`config.mk`:
```
export PLATFORM = sky130hd
export DESIGN_NAME = usb_indirect_register_port
export DESIGN_NICKNAME = d
export VERILOG_FILES = /design/src/design/usb_port_pkg.sv /design/src/design/usb_toggle_sync.sv /design/src/design/usb_core_regs.sv /design/src/design/usb_indirect_register_port.sv
export SDC_FILE = /design/constraint.sdc
export NUM_CORES = 1
export LEC_CHECK = 0
export BUFFER_PORTS_ARGS = -buffer_cell sky130_fd_sc_hd__clkbuf_2
export CELL_PAD_IN_SITES_DETAIL_PLACEMENT = 1
export CELL_PAD_IN_SITES_GLOBAL_PLACEMENT = 2
export CORE_ASPECT_RATIO = 1.2
export CORE_MARGIN = 5
export CORE_UTILIZATION = 30
export CTS_BUF_LIST = sky130_fd_sc_hd__clkbuf_2 sky130_fd_sc_hd__clkbuf_4 sky130_fd_sc_hd__clkbuf_8
export DETAILED_ROUTE_END_ITERATION = 10
export PLACE_DENSITY_LB_ADDON = 0.12
export SLEW_MARGIN = 20
export SYNTH_ARGS = -nofsm -noshare
export SYNTH_HDL_FRONTEND = slang
export SYNTH_HIERARCHICAL = 1
export SYNTH_SLANG_ARGS = --single-unit
export TNS_END_PERCENT = 100
```
`constraint.sdc`:
```
create_clock -name I_CLOCK -period 2.7 [get_ports I_CLOCK]
set_clock_uncertainty 0.15 [all_clocks]
set_input_delay 0.135 -clock I_CLOCK [delete_from_list [all_inputs] [get_ports I_CLOCK]]
set_output_delay 0.135 -clock I_CLOCK [all_outputs]
set_load 0.05 [all_outputs]
```
`src/design/usb_port_pkg.sv`:
```
package usb_port_pkg;
    // special function register addresses of the two port registers
    localparam logic [7:0] SFR_INDIRECT_ADDRESS_PORT = 8'h96;
    localparam logic [7:0] SFR_INDIRECT_DATA_PORT    = 8'h97;
    // address port fields
    localparam int         ADDR_BUSY_BIT   = 7;
    localparam int         ADDR_AUTO_READ_FLAG_BIT = 6;
    localparam logic [7:0] ADDR_PORT_RESET = 8'h00;
    localparam logic [7:0] DATA_PORT_RESET = 8'h00;
    // core register addresses
    localparam logic [5:0] CORE_FUNCTION_ADDRESS       = 6'h00;
    localparam logic [5:0] CORE_POWER_MANAGEMENT       = 6'h01;
    localparam logic [5:0] CORE_IN_INTERRUPT_FLAGS     = 6'h02;
    localparam logic [5:0] CORE_OUT_INTERRUPT_FLAGS    = 6'h04;
    localparam logic [5:0] CORE_COMMON_INTERRUPT_FLAGS = 6'h06;
    localparam logic [5:0] CORE_IN_INTERRUPT_ENABLES   = 6'h07;
    localparam logic [5:0] CORE_OUT_INTERRUPT_ENABLES  = 6'h09;
    localparam logic [5:0] CORE_COMMON_INTR_ENABLES    = 6'h0b;
    localparam logic [5:0] CORE_FRAME_NUMBER_LOW       = 6'h0c;
    localparam logic [5:0] CORE_FRAME_NUMBER_HIGH      = 6'h0d;
    localparam logic [5:0] CORE_ENDPOINT_INDEX_SELECT  = 6'h0e;
    localparam logic [5:0] CORE_CLOCK_RECOVERY_CONTROL = 6'h0f;
    localparam logic [5:0] CORE_EP0_CONTROL_STATUS     = 6'h11;
    localparam logic [5:0] CORE_EP_IN_CSR_HIGH         = 6'h12;
    localparam logic [5:0] CORE_EP_OUT_CSR_LOW         = 6'h14;
    localparam logic [5:0] CORE_EP_OUT_CSR_HIGH        = 6'h15;
    localparam logic [5:0] CORE_EP0_RECEIVED_COUNT     = 6'h16;
    localparam logic [5:0] CORE_EP_OUT_COUNT_HIGH      = 6'h17;
    localparam logic [5:0] CORE_ENDPOINT_ENABLE        = 6'h1e;
    localparam logic [5:0] CORE_FIFO_BASE              = 6'h20;
    localparam logic [5:0] CORE_FIFO_LAST              = 6'h23;
    // field values
    localparam logic [7:0] INDEX_WRITE_MASK    = 8'h0f;
    localparam logic [7:0] CLOCK_RECOVERY_CONTROL_RESET        = 8'h0f;
    localparam logic [7:0] REG_ZERO            = 8'h00;
    localparam int         SYNC_STAGES         = 3;
    typedef enum logic [3:0] {
        ST_IDLE  = 4'b0001,
        ST_REQ   = 4'b0010,
        ST_WAIT  = 4'b0100,
        ST_DONE  = 4'b1000
    } xfer_state_t;
endpackage

```
`src/design/usb_toggle_sync.sv`:
```
`timescale 1ns/1ps
module usb_toggle_sync
    import usb_port_pkg::*;
(
    input  wire logic I_CLOCK,   // destination clock
    input  wire logic I_RESET_N, // async reset, active low
    input  wire logic i_toggle,  // toggle from the other domain
    output logic      o_pulse    // one-cycle pulse per change
);
    logic [SYNC_STAGES-1:0] stage_q;

    always_ff @(posedge I_CLOCK or negedge I_RESET_N) begin
        if (!I_RESET_N) begin
            stage_q <= '0;
        end else begin
            stage_q <= {stage_q[SYNC_STAGES-2:0], i_toggle};
        end
    end

    logic seen_q;
    always_ff @(posedge I_CLOCK or negedge I_RESET_N) begin
        if (!I_RESET_N) begin
            seen_q <= 1'b0;
        end else if (stage_q[1] == stage_q[2]) begin
            seen_q <= stage_q[2];
        end
    end

    // change counts once the last two stages agree
    assign o_pulse = (stage_q[1] == stage_q[2]) && (stage_q[2] != seen_q);
endmodule

```
`src/design/usb_core_regs.sv`:
```
`timescale 1ns/1ps
module usb_core_regs
    import usb_port_pkg::*;
(
    input  wire logic       I_CLOCK,       // system clock
    input  wire logic       I_RESET_N,     // async reset, active low
    input  wire logic       i_wr,          // core register write
    input  wire logic       i_rd,          // core register read
    input  wire logic [5:0] i_addr,        // core register address
    input  wire logic [7:0] i_wdata,       // write data
    input  wire logic [7:0] i_fifo_rdata,  // byte popped from fifo
    input  wire logic [7:0] i_status [8],  // live status bytes
    output logic      [7:0] o_rdata,       // read data
    output logic      [7:0] o_index        // endpoint index
);
    logic [7:0] function_address_q, power_q, inie_q, outie_q, common_interrupt_enables_q, clock_recovery_control_q, een_q;
    logic [7:0] index_q;

    always_ff @(posedge I_CLOCK or negedge I_RESET_N) begin
        if (!I_RESET_N) begin
            function_address_q  <= REG_ZERO;
            power_q  <= REG_ZERO;
            inie_q   <= REG_ZERO;
            outie_q  <= REG_ZERO;
            common_interrupt_enables_q   <= REG_ZERO;
            clock_recovery_control_q <= CLOCK_RECOVERY_CONTROL_RESET;
            een_q    <= REG_ZERO;
            index_q  <= REG_ZERO;
        end else if (i_wr) begin
            case (i_addr)
                CORE_FUNCTION_ADDRESS:       function_address_q  <= i_wdata;
                CORE_POWER_MANAGEMENT:       power_q  <= i_wdata;
                CORE_IN_INTERRUPT_ENABLES:   inie_q   <= i_wdata;
                CORE_OUT_INTERRUPT_ENABLES:  outie_q  <= i_wdata;
                CORE_COMMON_INTR_ENABLES:    common_interrupt_enables_q   <= i_wdata;
                CORE_CLOCK_RECOVERY_CONTROL: clock_recovery_control_q <= i_wdata;
                CORE_ENDPOINT_ENABLE:        een_q    <= i_wdata;
                CORE_ENDPOINT_INDEX_SELECT:
                    index_q <= i_wdata & INDEX_WRITE_MASK;
                default: ;
            endcase
        end
    end

    assign o_index = index_q;

    always_comb begin
        o_rdata = REG_ZERO;
        case (i_addr)
            CORE_FUNCTION_ADDRESS:       o_rdata = function_address_q;
            CORE_POWER_MANAGEMENT:       o_rdata = power_q;
            CORE_IN_INTERRUPT_FLAGS:     o_rdata = i_status[0];
            CORE_OUT_INTERRUPT_FLAGS:    o_rdata = i_status[1];
            CORE_COMMON_INTERRUPT_FLAGS: o_rdata = i_status[2];
            CORE_IN_INTERRUPT_ENABLES:   o_rdata = inie_q;
            CORE_OUT_INTERRUPT_ENABLES:  o_rdata = outie_q;
            CORE_COMMON_INTR_ENABLES:    o_rdata = common_interrupt_enables_q;
            CORE_FRAME_NUMBER_LOW:       o_rdata = i_status[3];
            CORE_FRAME_NUMBER_HIGH:      o_rdata = i_status[4];
            CORE_ENDPOINT_INDEX_SELECT:  o_rdata = index_q;
            CORE_CLOCK_RECOVERY_CONTROL: o_rdata = clock_recovery_control_q;
            CORE_ENDPOINT_ENABLE:        o_rdata = een_q;
            CORE_EP0_CONTROL_STATUS,
            CORE_EP_IN_CSR_HIGH,
            CORE_EP_OUT_CSR_LOW,
            CORE_EP_OUT_CSR_HIGH:        o_rdata = i_status[5];
            CORE_EP0_RECEIVED_COUNT:     o_rdata = i_status[6];
            CORE_EP_OUT_COUNT_HIGH:      o_rdata = i_status[7];
            default: begin
                if (i_addr >= CORE_FIFO_BASE && i_addr <= CORE_FIFO_LAST) begin
                    o_rdata = i_fifo_rdata;
                end
            end
        endcase
    end

    logic unused_rd;
    assign unused_rd = i_rd;
endmodule

```
`src/design/usb_indirect_register_port.sv`:
```
// How it works
// - data port accesses go to the core register named by the select field
// - busy bit 7 reads 1 while an access runs, 0 when data is valid
// - with auto-read, reading the data port launches the next read
// - reads: load select and busy, wait busy low, read data
// - interrupt flags at 0x02, 0x04 and 0x06
// - interrupt enables at 0x07, 0x09 and 0x0b
// - function address 0x00, power 0x01, index select 0x0e
// - frame number low at 0x0c and high at 0x0d
// - clock recovery control at 0x0f
// - endpoint control/status registers at 0x11, 0x12, 0x14, 0x15
// - endpoint 0 received count at 0x16, out count high at 0x17
`timescale 1ns/1ps
module usb_indirect_register_port
    import usb_port_pkg::*;
#(
    parameter int NUM_FIFOS = 4
) (
    input  wire logic       I_CLOCK,         // system clock, 200 MHz
    input  wire logic       I_RESET_N,       // async reset, active low
    input  wire logic       I_SFR_WR,        // sfr write strobe
    input  wire logic       I_SFR_RD,        // sfr read strobe
    input  wire logic [7:0] I_SFR_ADDR,      // sfr address
    input  wire logic [7:0] I_SFR_WDATA,     // sfr write data
    output logic      [7:0] O_SFR_RDATA,     // sfr read data
    input  wire logic       I_CORE_ACK_TGL,  // core done toggle, usb clock
    input  wire logic [7:0] I_IN_FLAGS,      // in interrupt flags
    input  wire logic [7:0] I_OUT_FLAGS,     // out interrupt flags
    input  wire logic [7:0] I_COMMON_FLAGS,  // common interrupt flags
    input  wire logic [7:0] I_FRAME_LOW,     // frame number low
    input  wire logic [7:0] I_FRAME_HIGH,    // frame number high
    input  wire logic [7:0] I_EP_CSR,        // indexed csr byte
    input  wire logic [7:0] I_EP0_COUNT,     // endpoint 0 received count
    input  wire logic [7:0] I_OUT_COUNT_HI,  // out packet count high
    input  wire logic [7:0] I_FIFO_RDATA,    // byte from selected fifo
    output logic            O_CORE_REQ_TGL,  // request toggle to core
    output logic            O_CORE_WR,       // request is a write
    output logic      [5:0] O_CORE_ADDR,     // core register address
    output logic      [7:0] O_CORE_WDATA,    // core write data
    output logic            O_FIFO_PUSH,     // one byte into fifo
    output logic            O_FIFO_POP,      // one byte out of fifo
    output logic      [1:0] O_FIFO_SEL,      // fifo endpoint number
    output logic      [3:0] O_EP_INDEX       // endpoint index
);
    logic       busy_q;
    logic       auto_read_flag_q;
    logic [5:0] select_q;
    logic [7:0] data_q;
    logic       pend_wr_q;
    logic       req_tgl_q;
    logic [7:0] wdata_q;
    logic [5:0] xaddr_q;
    xfer_state_t state_q;

    logic addr_wr, data_wr, data_rd, ack_pulse, start_rd, start_wr;
    logic [7:0] core_rdata;
    logic [7:0] index;
    logic [7:0] status [8];

    assign addr_wr = I_SFR_WR && (I_SFR_ADDR == SFR_INDIRECT_ADDRESS_PORT);
    assign data_wr = I_SFR_WR && (I_SFR_ADDR == SFR_INDIRECT_DATA_PORT);
    assign data_rd = I_SFR_RD && (I_SFR_ADDR == SFR_INDIRECT_DATA_PORT);

    // read launched by busy write, or by data read with auto-read
    assign start_rd = (state_q == ST_IDLE) && !pend_wr_q &&
        ((addr_wr && I_SFR_WDATA[ADDR_BUSY_BIT]) ||
         (data_rd && auto_read_flag_q));
    assign start_wr = (state_q == ST_IDLE) && data_wr;

    usb_toggle_sync u_ack_sync (
        .I_CLOCK   (I_CLOCK),
        .I_RESET_N (I_RESET_N),
        .i_toggle  (I_CORE_ACK_TGL),
        .o_pulse   (ack_pulse)
    );

    // address port: select and auto-read fields, taken in one write
    always_ff @(posedge I_CLOCK or negedge I_RESET_N) begin
        if (!I_RESET_N) begin
            select_q <= ADDR_PORT_RESET[5:0];
            auto_read_flag_q <= ADDR_PORT_RESET[ADDR_AUTO_READ_FLAG_BIT];
        end else if (addr_wr) begin
            select_q <= I_SFR_WDATA[5:0];
            auto_read_flag_q <= I_SFR_WDATA[ADDR_AUTO_READ_FLAG_BIT];
        end
    end

    // transfer sequencer
    always_ff @(posedge I_CLOCK or negedge I_RESET_N) begin
        if (!I_RESET_N) begin
            state_q   <= ST_IDLE;
            req_tgl_q <= 1'b0;
            pend_wr_q <= 1'b0;
            xaddr_q   <= ADDR_PORT_RESET[5:0];
            wdata_q   <= DATA_PORT_RESET;
        end else begin
            case (state_q)
                ST_IDLE: begin
                    if (start_wr || start_rd) begin
                        // read launched by busy write takes the address newly given, else select
                        xaddr_q   <= addr_wr ? I_SFR_WDATA[5:0]
                                             : select_q;
                        pend_wr_q <= start_wr;
                        wdata_q   <= I_SFR_WDATA;
                        state_q   <= ST_REQ;
                    end
                end
                ST_REQ: begin
                    req_tgl_q <= ~req_tgl_q;
                    state_q   <= ST_WAIT;
                end
                ST_WAIT: begin
                    if (ack_pulse) begin
                        state_q <= ST_DONE;
                    end
                end
                ST_DONE: begin
                    pend_wr_q <= 1'b0;
                    state_q   <= ST_IDLE;
                end
                default: state_q <= ST_IDLE;
            endcase
        end
    end

    // busy flag: high from launch until the access completes
    always_ff @(posedge I_CLOCK or negedge I_RESET_N) begin
        if (!I_RESET_N) begin
            busy_q <= ADDR_PORT_RESET[ADDR_BUSY_BIT];
        end else if (start_wr || start_rd) begin
            busy_q <= 1'b1;
        end else if (state_q == ST_DONE) begin
            busy_q <= 1'b0;
        end
    end

    // data port capture of the read result
    always_ff @(posedge I_CLOCK or negedge I_RESET_N) begin
        if (!I_RESET_N) begin
            data_q <= DATA_PORT_RESET;
        end else if (state_q == ST_DONE && !pend_wr_q) begin
            data_q <= core_rdata;
        end
    end

    assign status[0] = I_IN_FLAGS;
    assign status[1] = I_OUT_FLAGS;
    assign status[2] = I_COMMON_FLAGS;
    assign status[3] = I_FRAME_LOW;
    assign status[4] = I_FRAME_HIGH;
    assign status[5] = I_EP_CSR;
    assign status[6] = I_EP0_COUNT;
    assign status[7] = I_OUT_COUNT_HI;

    usb_core_regs u_regs (
        .I_CLOCK      (I_CLOCK),
        .I_RESET_N    (I_RESET_N),
        .i_wr         (ack_pulse && pend_wr_q),
        .i_rd         (ack_pulse && !pend_wr_q),
        .i_addr       (xaddr_q),
        .i_wdata      (wdata_q),
        .i_fifo_rdata (I_FIFO_RDATA),
        .i_status     (status),
        .o_rdata      (core_rdata),
        .o_index      (index)
    );

    logic in_fifo;
    assign in_fifo = (xaddr_q >= CORE_FIFO_BASE) &&
                     (xaddr_q <= CORE_FIFO_LAST);

    // fifo strobes fire once per completed access to a fifo address
    always_ff @(posedge I_CLOCK or negedge I_RESET_N) begin
        if (!I_RESET_N) begin
            O_FIFO_PUSH <= 1'b0;
            O_FIFO_POP  <= 1'b0;
        end else begin
            O_FIFO_PUSH <= ack_pulse && pend_wr_q && in_fifo;
            O_FIFO_POP  <= ack_pulse && !pend_wr_q && in_fifo;
        end
    end

    assign O_FIFO_SEL     = xaddr_q[1:0];
    assign O_CORE_REQ_TGL = req_tgl_q;
    assign O_CORE_WR      = pend_wr_q;
    assign O_CORE_ADDR    = xaddr_q;
    assign O_CORE_WDATA   = wdata_q;
    assign O_EP_INDEX     = index[3:0];

    always_comb begin
        O_SFR_RDATA = REG_ZERO;
        if (I_SFR_ADDR == SFR_INDIRECT_ADDRESS_PORT) begin
            O_SFR_RDATA = {busy_q, auto_read_flag_q, select_q};
        end else if (I_SFR_ADDR == SFR_INDIRECT_DATA_PORT) begin
            O_SFR_RDATA = data_q;
        end
    end

    logic unused_fifos;
    assign unused_fifos = (NUM_FIFOS == 0);
endmodule

```
After elaboration in Yosys (flattened, before gate mapping)
Cells that the tools add are included.
Widths: inputs -> output; s select.
{"block": "word_totals", "ff_bits": 102, "inputBits": 93, "out_inout_bits": 32}
{"block": "classes", "eq_ne": 28, "n_bitwise": 1, "mux": 12, "n_reduce_logical": 33, "n_lt_le_gt_ge": 2}
{"op": "$pmux 8 s16", "n": 1}
{"op": "$eq 6x5->1 const B", "n": 7}
{"op": "$eq 6x4->1 const B", "n": 6}
{"op": "$mux 8", "n": 3}
{"op": "$reduce_and 2->1", "n": 11}
{"op": "$eq 6x3->1 const B", "n": 3}
{"op": "$eq 8x8->1 const B", "n": 2}
{"op": "$logic_and 1x1->1", "n": 15}
{"op": "$pmux 4 s3", "n": 1}
{"op": "$mux 4", "n": 2}
{"op": "$eq 6x1->1 const B", "n": 1}
{"op": "$eq 6x2->1 const B", "n": 1}
{"op": "$ge 6x6->1 const B", "n": 1}
{"op": "$le 6x6->1 const B", "n": 1}
{"op": "$logic_not 6->1", "n": 1}
{"op": "$mux 6", "n": 1}
{"op": "$eq 4x1->1 const B", "n": 1}
{"op": "$eq 4x2->1 const B", "n": 1}
{"op": "$eq 4x3->1 const B", "n": 1}
{"op": "$eq 4x4->1 const B", "n": 1}
{"op": "$reduce_bool 2->1", "n": 2}
{"op": "$reduce_or 4->1", "n": 1}
{"op": "$mux 1", "n": 3}
{"op": "$logic_or 1x1->1", "n": 2}
{"op": "other kinds (7)", "n": 7}

Logic depth before layout (Yosys ltp)
Gate-level depths: netlist (run 1).
{"block": "depth", "depth_word": 8, "ltp_mapped": 9}

Modules after synthesis
Netlist (run 1), hierarchy kept.
{"mod": "usb_core_regs", "instances": 1, "area_per_inst_um2": 3489.6, "seq_area_each_um2": 1506.4, "cells_per_inst": 304}
{"mod": "usb_indirect_register_port", "instances": 1, "area_per_inst_um2": 1809.2, "seq_area_each_um2": 952.2, "cells_per_inst": 127}
{"mod": "usb_toggle_sync", "instances": 1, "area_per_inst_um2": 127.6, "seq_area_each_um2": 100.1, "cells_per_inst": 8}

Worst setup path after synthesis (run 1)
OpenSTA, ideal clock, no wires.
{"block": "synth_path", "path_kind": "reg2reg", "from": "register xaddr_q[1] (netlist: O_CORE_ADDR[1])", "to": "register data_q[2]", "arrival_ns": 2.238, "setup_time_ns": 0.125, "t_required_ns": 2.425, "path_slack_ns": 0.187, "stages_incl_launch_ff": 8, "period_less_slack_ns": 2.513, "path_buffers": 2, "path_cell_list": "dfrtp_1 buf_6 buf_2 mux2_2 a32oi_1 nand3_1 or3_1 mux2_4"}
{"block": "synth_via", "elab_chain_cells": 4, "word_cells_on_any_way": 25, "classes_between": "order compare: 2; eq/ne: 18; mux: 2; reduce/logical: 3"}
{"item": "from (decl)", "line_no": "usb_indirect_register_port.sv:52", "source": "logic [5:0] xaddr_q;"}
{"item": "from (signal assigned)", "line_no": "usb_indirect_register_port.sv:94", "source": "xaddr_q <= ADDR_PORT_RESET[5:0];"}
{"item": "from (signal assigned)", "line_no": "usb_indirect_register_port.sv:101", "source": "xaddr_q <= addr_wr ? I_SFR_WDATA[5:0]"}
{"item": "$ge 6x6->1 or $le 6x6->1 (tied branches)", "line_no": "usb_core_regs.sv:70", "source": "if (i_addr >= CORE_FIFO_BASE && i_addr <= CORE_FIFO_LAST) begin"}
{"item": "$logic_and 1x1->1", "line_no": "usb_core_regs.sv:70"}
{"item": "$mux 8", "line_no": "usb_core_regs.sv:70"}
{"item": "$pmux 8 s16 *", "line_no": "usb_core_regs.sv:49", "source": "case (i_addr)"}
{"item": "via core_rdata[2]", "line_no": "usb_indirect_register_port.sv:56", "source": "logic [7:0] core_rdata;"}
{"item": "to (signal assigned)", "line_no": "usb_indirect_register_port.sv:142", "source": "data_q <= core_rdata;"}
{"item": "to (decl)", "line_no": "usb_indirect_register_port.sv:48", "source": "logic [7:0] data_q;"}
The timed path passes the listed nets; every way through them passes the cells marked *.
A chain may end at the register's enable or synchronous reset.

Final worst setup path (run 1)
{"block": "layout_path", "from": "register xaddr_q[4] (netlist: O_CORE_ADDR[4])", "to": "register data_q[1]"}
The elaborated chain is that of the path after synthesis.

==> results of run 1 <==
[power by group]
| part | switching [mW] | internal [mW] | total (mW) |
|---|---|---|---|
| logic | 0.214 | 0.163 | 0.377 |
| registers | 0.0574 | 1.55 | 1.61 |
| clock network | 0.553 | 0.574 | 1.13 |
[sequential cells by signal (all words and copies together) (netlist names), 3 cells and up]
| register | cells |
|---|---|
| u_regs/function_address_q | 8 |
| u_regs/een_q | 8 |
| u_regs/power_q | 8 |
| u_ack_sync/stage_q | 3 |
| u_regs/o_index | 4 |
| u_regs/common_interrupt_enables_q | 8 |
| select_q | 6 |
| O_CORE_ADDR | 6 |
| state_q | 4 |
| data_q | 8 |
| u_regs/outie_q | 8 |
| O_CORE_WDATA | 8 |
| u_regs/inie_q | 8 |
| u_regs/clock_recovery_control_q | 8 |
[metal layers]
| metal | wire (um) | global-route usage | share of wire |
|---|---|---|---|
| met3 | 800 | 0.0367 | 0.042 |
| met2 | 9540 | 0.321 | 0.50 |
| met1 | 8410 | 0.236 | 0.44 |
| met4 | 357 | 0.0524 | 0.019 |
| met5 | 0 | 0 | 0 |
[critical path, stage by stage (launching register included)]
cell	delay (ns)
sky130_fd_sc_hd__dfrtp_1	0.67
sky130_fd_sc_hd__buf_4	0.25
sky130_fd_sc_hd__nor4_2	0.05
sky130_fd_sc_hd__buf_4	0.18
sky130_fd_sc_hd__buf_4	0.17
sky130_fd_sc_hd__a32o_1	0.27
sky130_fd_sc_hd__a221oi_1	0.22
sky130_fd_sc_hd__nand4_1	0.18
sky130_fd_sc_hd__mux2_4	0.29
[per-stage QoR]
step / instance area [sq um] / power [mW]
global route: 6770 / 3.26
floorplan: 5390 / 1.79
global placement: 6380 / 2.01
CTS: 6760 / 3.18
finish: 6770 / 3.12
detailed placement: 6380 / 2.01
[cell type report]
class	count	share of cell area
well taps	220	0.0407
inverters	2	0.00111
repair buffers	173	0.154
clock inverters	4	0.0115
flip-flops and latches	102	0.379
clock buffers	12	0.0226
multi-input cells	301	0.392
[worst min path at each step]
stage,start,endpoint,cells past startpoint
after floorplan,I_RESET_N,O_CORE_ADDR[0],0
after global placement,I_RESET_N,u_regs/function_address_q[5],1
after detailed placement,I_RESET_N,u_regs/function_address_q[5],1
after CTS,I_SFR_WR,O_CORE_WR,4
after global routing,I_SFR_WR,O_CORE_WR,4
final,I_SFR_WR,O_CORE_WR,4
[timing repair]
item | CTS | global route
hold endpoints to repair | 120 | 0
setup endpoints to repair | 0 | 3
resized for setup | 0 | 2
hold buffers | 15 | 0
==> results.tsv, run 1 <==
metric	value	unit
run_status	complete, no violations	
fin_worst_hold_slack	0.0366	ns
antenna_violations_before_repair	0	
power_density	461	nW/um^2
total_track_usage	0.185	
rr_startpoint	O_CORE_ADDR[4]	
detailedPlace.worstSlack	0.138	ns
place.port_buffers	124	
area.growth.synth_to_final	25.5	%
tritoncts	yes	
firstDrtPassIters	4	
vdd.ir_drop.worst	182	uV
path_class	register to register	
number_of_inserted_filler_cells_in_the_final_layout	1924	
route.detailed.vias_per_inst	5.21	
initial_utilization	0.307	
most_frequent_cells_in_the_layout	sky130_fd_sc_hd__clkbuf_2 (123), sky130_fd_sc_hd__dfrtp_1 (95), sky130_fd_sc_hd__mux2_2 (80)	
max_cap_viol_count	0	
number_of_global_route_vias_before_repair	4865	
post-route-min-period	2.56	ns
fmaxAchievable	0.391	GHz
tightest_slew	0.680	ns
fin_crit_sh	0.946	
gp_routability_congestion	0.837	
syn_area_per_cell	12.4	sq um
worst-endpoint-required	2.82	ns
clock_latency_late_sink	0.38	ns
end_of_flow_core_utilization	0.385	
wl_per_cell	23.5	um
r2r_slack	0.14	ns
die_h	157	um
placeableCoreArea	17600	sq um
number_of_buffers_created_by_cts	9	
finish.net_count	682	
register_area	2560	sq um
drcViolationCount	0	
critical_path_peak_fanout	11	
cts.sinks	102	
synth_fp_nets	527	
io_pins	125	
multi_input_area	2650	sq um
reg2reg_to	data_q[1]	
worstSetupEndpointType	register	
endpoint	data_q[1]	
grt_start_max_net_pins	58	
finalNonFillerCells	814	
grt_pass1_wl	29.5	mm
power.leakage	3.30	nW
rsz_0062_raised_after_global_routing	false	
hp-class	input port to register	
cp_data_arrival_time	2.67	ns
route.vias.total	4240	
startpoint_type	register	
synth.yosys.warnings	6	
dpl.cell_count	783	
layout_commonest_cell	sky130_fd_sc_hd__clkbuf_2	
synthesis.area	5390	sq um
drive_above_1_share	0.492	
crit_path_start	O_CORE_ADDR[4]	
antenna-diode-count	0	
drt-initial-drc-count	244	
drv_slew	0	
die_width	132	um
syn-instance-count	434	
drt.antenna.violating_nets	0	
htree_levels	3	
fin_setup_tns	0	ns
number_of_setup_buffers_added_after_cts	0	
clk_transition_reported_paths	0.10	ns
timing.final.hold_violations	0	
finalWirelength	19.1	mm
clk_path_buf_depth	2	
total_overflow_reported_by_the_global_router	0	
timing.final.ws_setup	0.145	ns
cts_root_buffer	sky130_fd_sc_hd__clkbuf_8	
post-dp-hpwl	15.0	mm
fp-row-count	53	
dieArea	20800	sq um
timing.final.setup_violations	0	
r2r_cells	8	
slew_headroom	0.546	
Power figures use the tool's default switching activity.
==> inputs of run 2 (changes only) <==
Settings changed: PLACE_DENSITY from default to 0.74, PLACE_DENSITY_LB_ADDON 0.12 to default.
==> run 2 against run 1 <==
  * Cell area is 1.3% lower
  * Sequential share of layout area is 0.47 points higher
  * Sequential cell count did not move
  * Die area unchanged
  * Clock-buffer cell count fell by 2
  * Non-clock buffer count down 11
==> results.tsv, run 2 (same netlist as run 1, synthesis figures left out) <==
metric	value	unit
critical_path_peak_fanout	13	
route.vias.total	4230	
multi_input_area	2670	sq um
area.growth.synth_to_final	23.8	%
cts_root_buffer	sky130_fd_sc_hd__clkbuf_8	
reg2reg_to	u_regs/o_index[0]	
cts.sinks	102	
finalWirelength	18.7	mm
post-route-min-period	2.56	ns
path_class	register to register	
drive_above_1_share	0.482	
wl_per_cell	23.2	um
total_track_usage	0.177	
fp-row-count	53	
drt-initial-drc-count	249	
grt_start_max_net_pins	49	
endpoint	u_regs/o_index[0]	
firstDrtPassIters	6	
power_density	456	nW/um^2
clk_path_buf_depth	2	
hp-class	input port to register	
register_area	2560	sq um
rr_startpoint	O_CORE_ADDR[3]	
vdd.ir_drop.worst	227	uV
gp_routability_congestion	0.860	
startpoint_type	register	
tightest_slew	0.766	ns
place.port_buffers	124	
post-dp-hpwl	14.2	mm
r2r_slack	0.14	ns
timing.final.setup_violations	0	
htree_levels	3	
worstSetupEndpointType	register	
die_width	132	um
layout_commonest_cell	sky130_fd_sc_hd__clkbuf_2	
antenna_violations_before_repair	0	
drcViolationCount	0	
fin_crit_sh	0.950	
total_overflow_reported_by_the_global_router	0	
clock_latency_late_sink	0.38	ns
critical_path.max_stage_delay	0.73	ns
path_delay_family	simple AND/OR/NAND/NOR gates	
fmaxAchievable	0.390	GHz
timing.final.hold_violations	0	
drv_slew	0	
finish.net_count	671	
power.leakage	3.24	nW
crit_cells	4	
number_of_inserted_filler_cells_in_the_final_layout	1906	
rsz_0062_raised_after_global_routing	false	
route.detailed.vias_per_inst	5.27	
end_of_flow_core_utilization	0.380	
dieArea	20800	sq um
placeableCoreArea	17600	sq um
most_frequent_cells_in_the_layout	sky130_fd_sc_hd__clkbuf_2 (123), sky130_fd_sc_hd__dfrtp_1 (97), sky130_fd_sc_hd__mux2_2 (80)	
initial_utilization	0.307	
fin_setup_tns	0	ns
clk_transition_reported_paths	0.11	ns
run_status	complete, no violations	
path_cells	nand2_1, nor3_1, and3_1, mux2_2	
number_of_setup_buffers_added_after_cts	0	
worst-endpoint-required	2.82	ns
drt.antenna.violating_nets	0	
crit_path_start	O_CORE_ADDR[3]	
grt_pass1_wl	28.1	mm
number_of_buffers_created_by_cts	9	
tritoncts	yes	
crit_buf_inv	0	
cp_data_arrival_time	2.68	ns
number_of_global_route_vias_before_repair	4524	
r2r_cells	4	
io_pins	125	
die_h	157	um
antenna-diode-count	0	
max_cap_viol_count	0	
worst_path_max_delay_cell	sky130_fd_sc_hd__dfrtp_1	
slew_headroom	0.487	
[run 2: worst min path at each step]
stage,start,endpoint,slack [ns],depth (start not counted)
after floorplan,I_RESET_N,O_CORE_ADDR[0],-0.31,0
after global placement,I_RESET_N,busy_q,0.04,1
after detailed placement,I_RESET_N,busy_q,0.05,1
after CTS,I_FIFO_RDATA[0],data_q[0],0.01,4
after global routing,I_FRAME_LOW[3],data_q[3],0.02,4
final,I_FRAME_LOW[3],data_q[3],0.03,4
[run 2: routing by layer]
| layer | global-route usage | wire, um |
|---|---|---|
| met5 | 0 | 0 |
| met4 | 0.0369 | 287 |
| met3 | 0.0286 | 1020 |
| met2 | 0.300 | 9190 |
| met1 | 0.240 | 8170 |
[run 2: timing repair]
action                                  in CTS  in global routing
gates resized for setup                      1                  0
hold buffers                                13                  0
endpoints found under the setup margin       1                  0
endpoints found under the hold margin       62                  0
[run 2: cell type report]
cell class,count,area share
clock buffer,10,0.0206
clock inverter,6,0.0114
inverter,2,0.00112
multi-input combinational,301,0.400
sequential,102,0.383
tap,220,0.0412
timing repair buffer,162,0.143
[run 2: power breakdown]
part / internal, mW / switching, mW
Clock: 0.471 / 0.590
Combinational: 0.156 / 0.217
Sequential: 1.55 / 0.0532
[run 2: tightest hold or removal path, stage by stage]
cell and delay (ns):
sky130_fd_sc_hd__clkbuf_2 0.08, sky130_fd_sc_hd__a222oi_1 0.07, sky130_fd_sc_hd__nand3_1 0.10, sky130_fd_sc_hd__mux2_4 0.14
[run 2: metrics by stage]
stage	hold WS, ns	setup WS [ns]	area (sq um)	cells	total power, mW
after floorplan	-0.311	0.187	5390	434	1.79
after CTS	0.0142	0.130	6680	803	3.09
after global routing	0.0230	0.0389	6680	803	3.19
final	0.0281	0.135	6680	803	3.04
after global placement	0.0388	0.0467	6320	774	1.99
after detailed placement	0.0475	-0.0204	6320	774	2.00
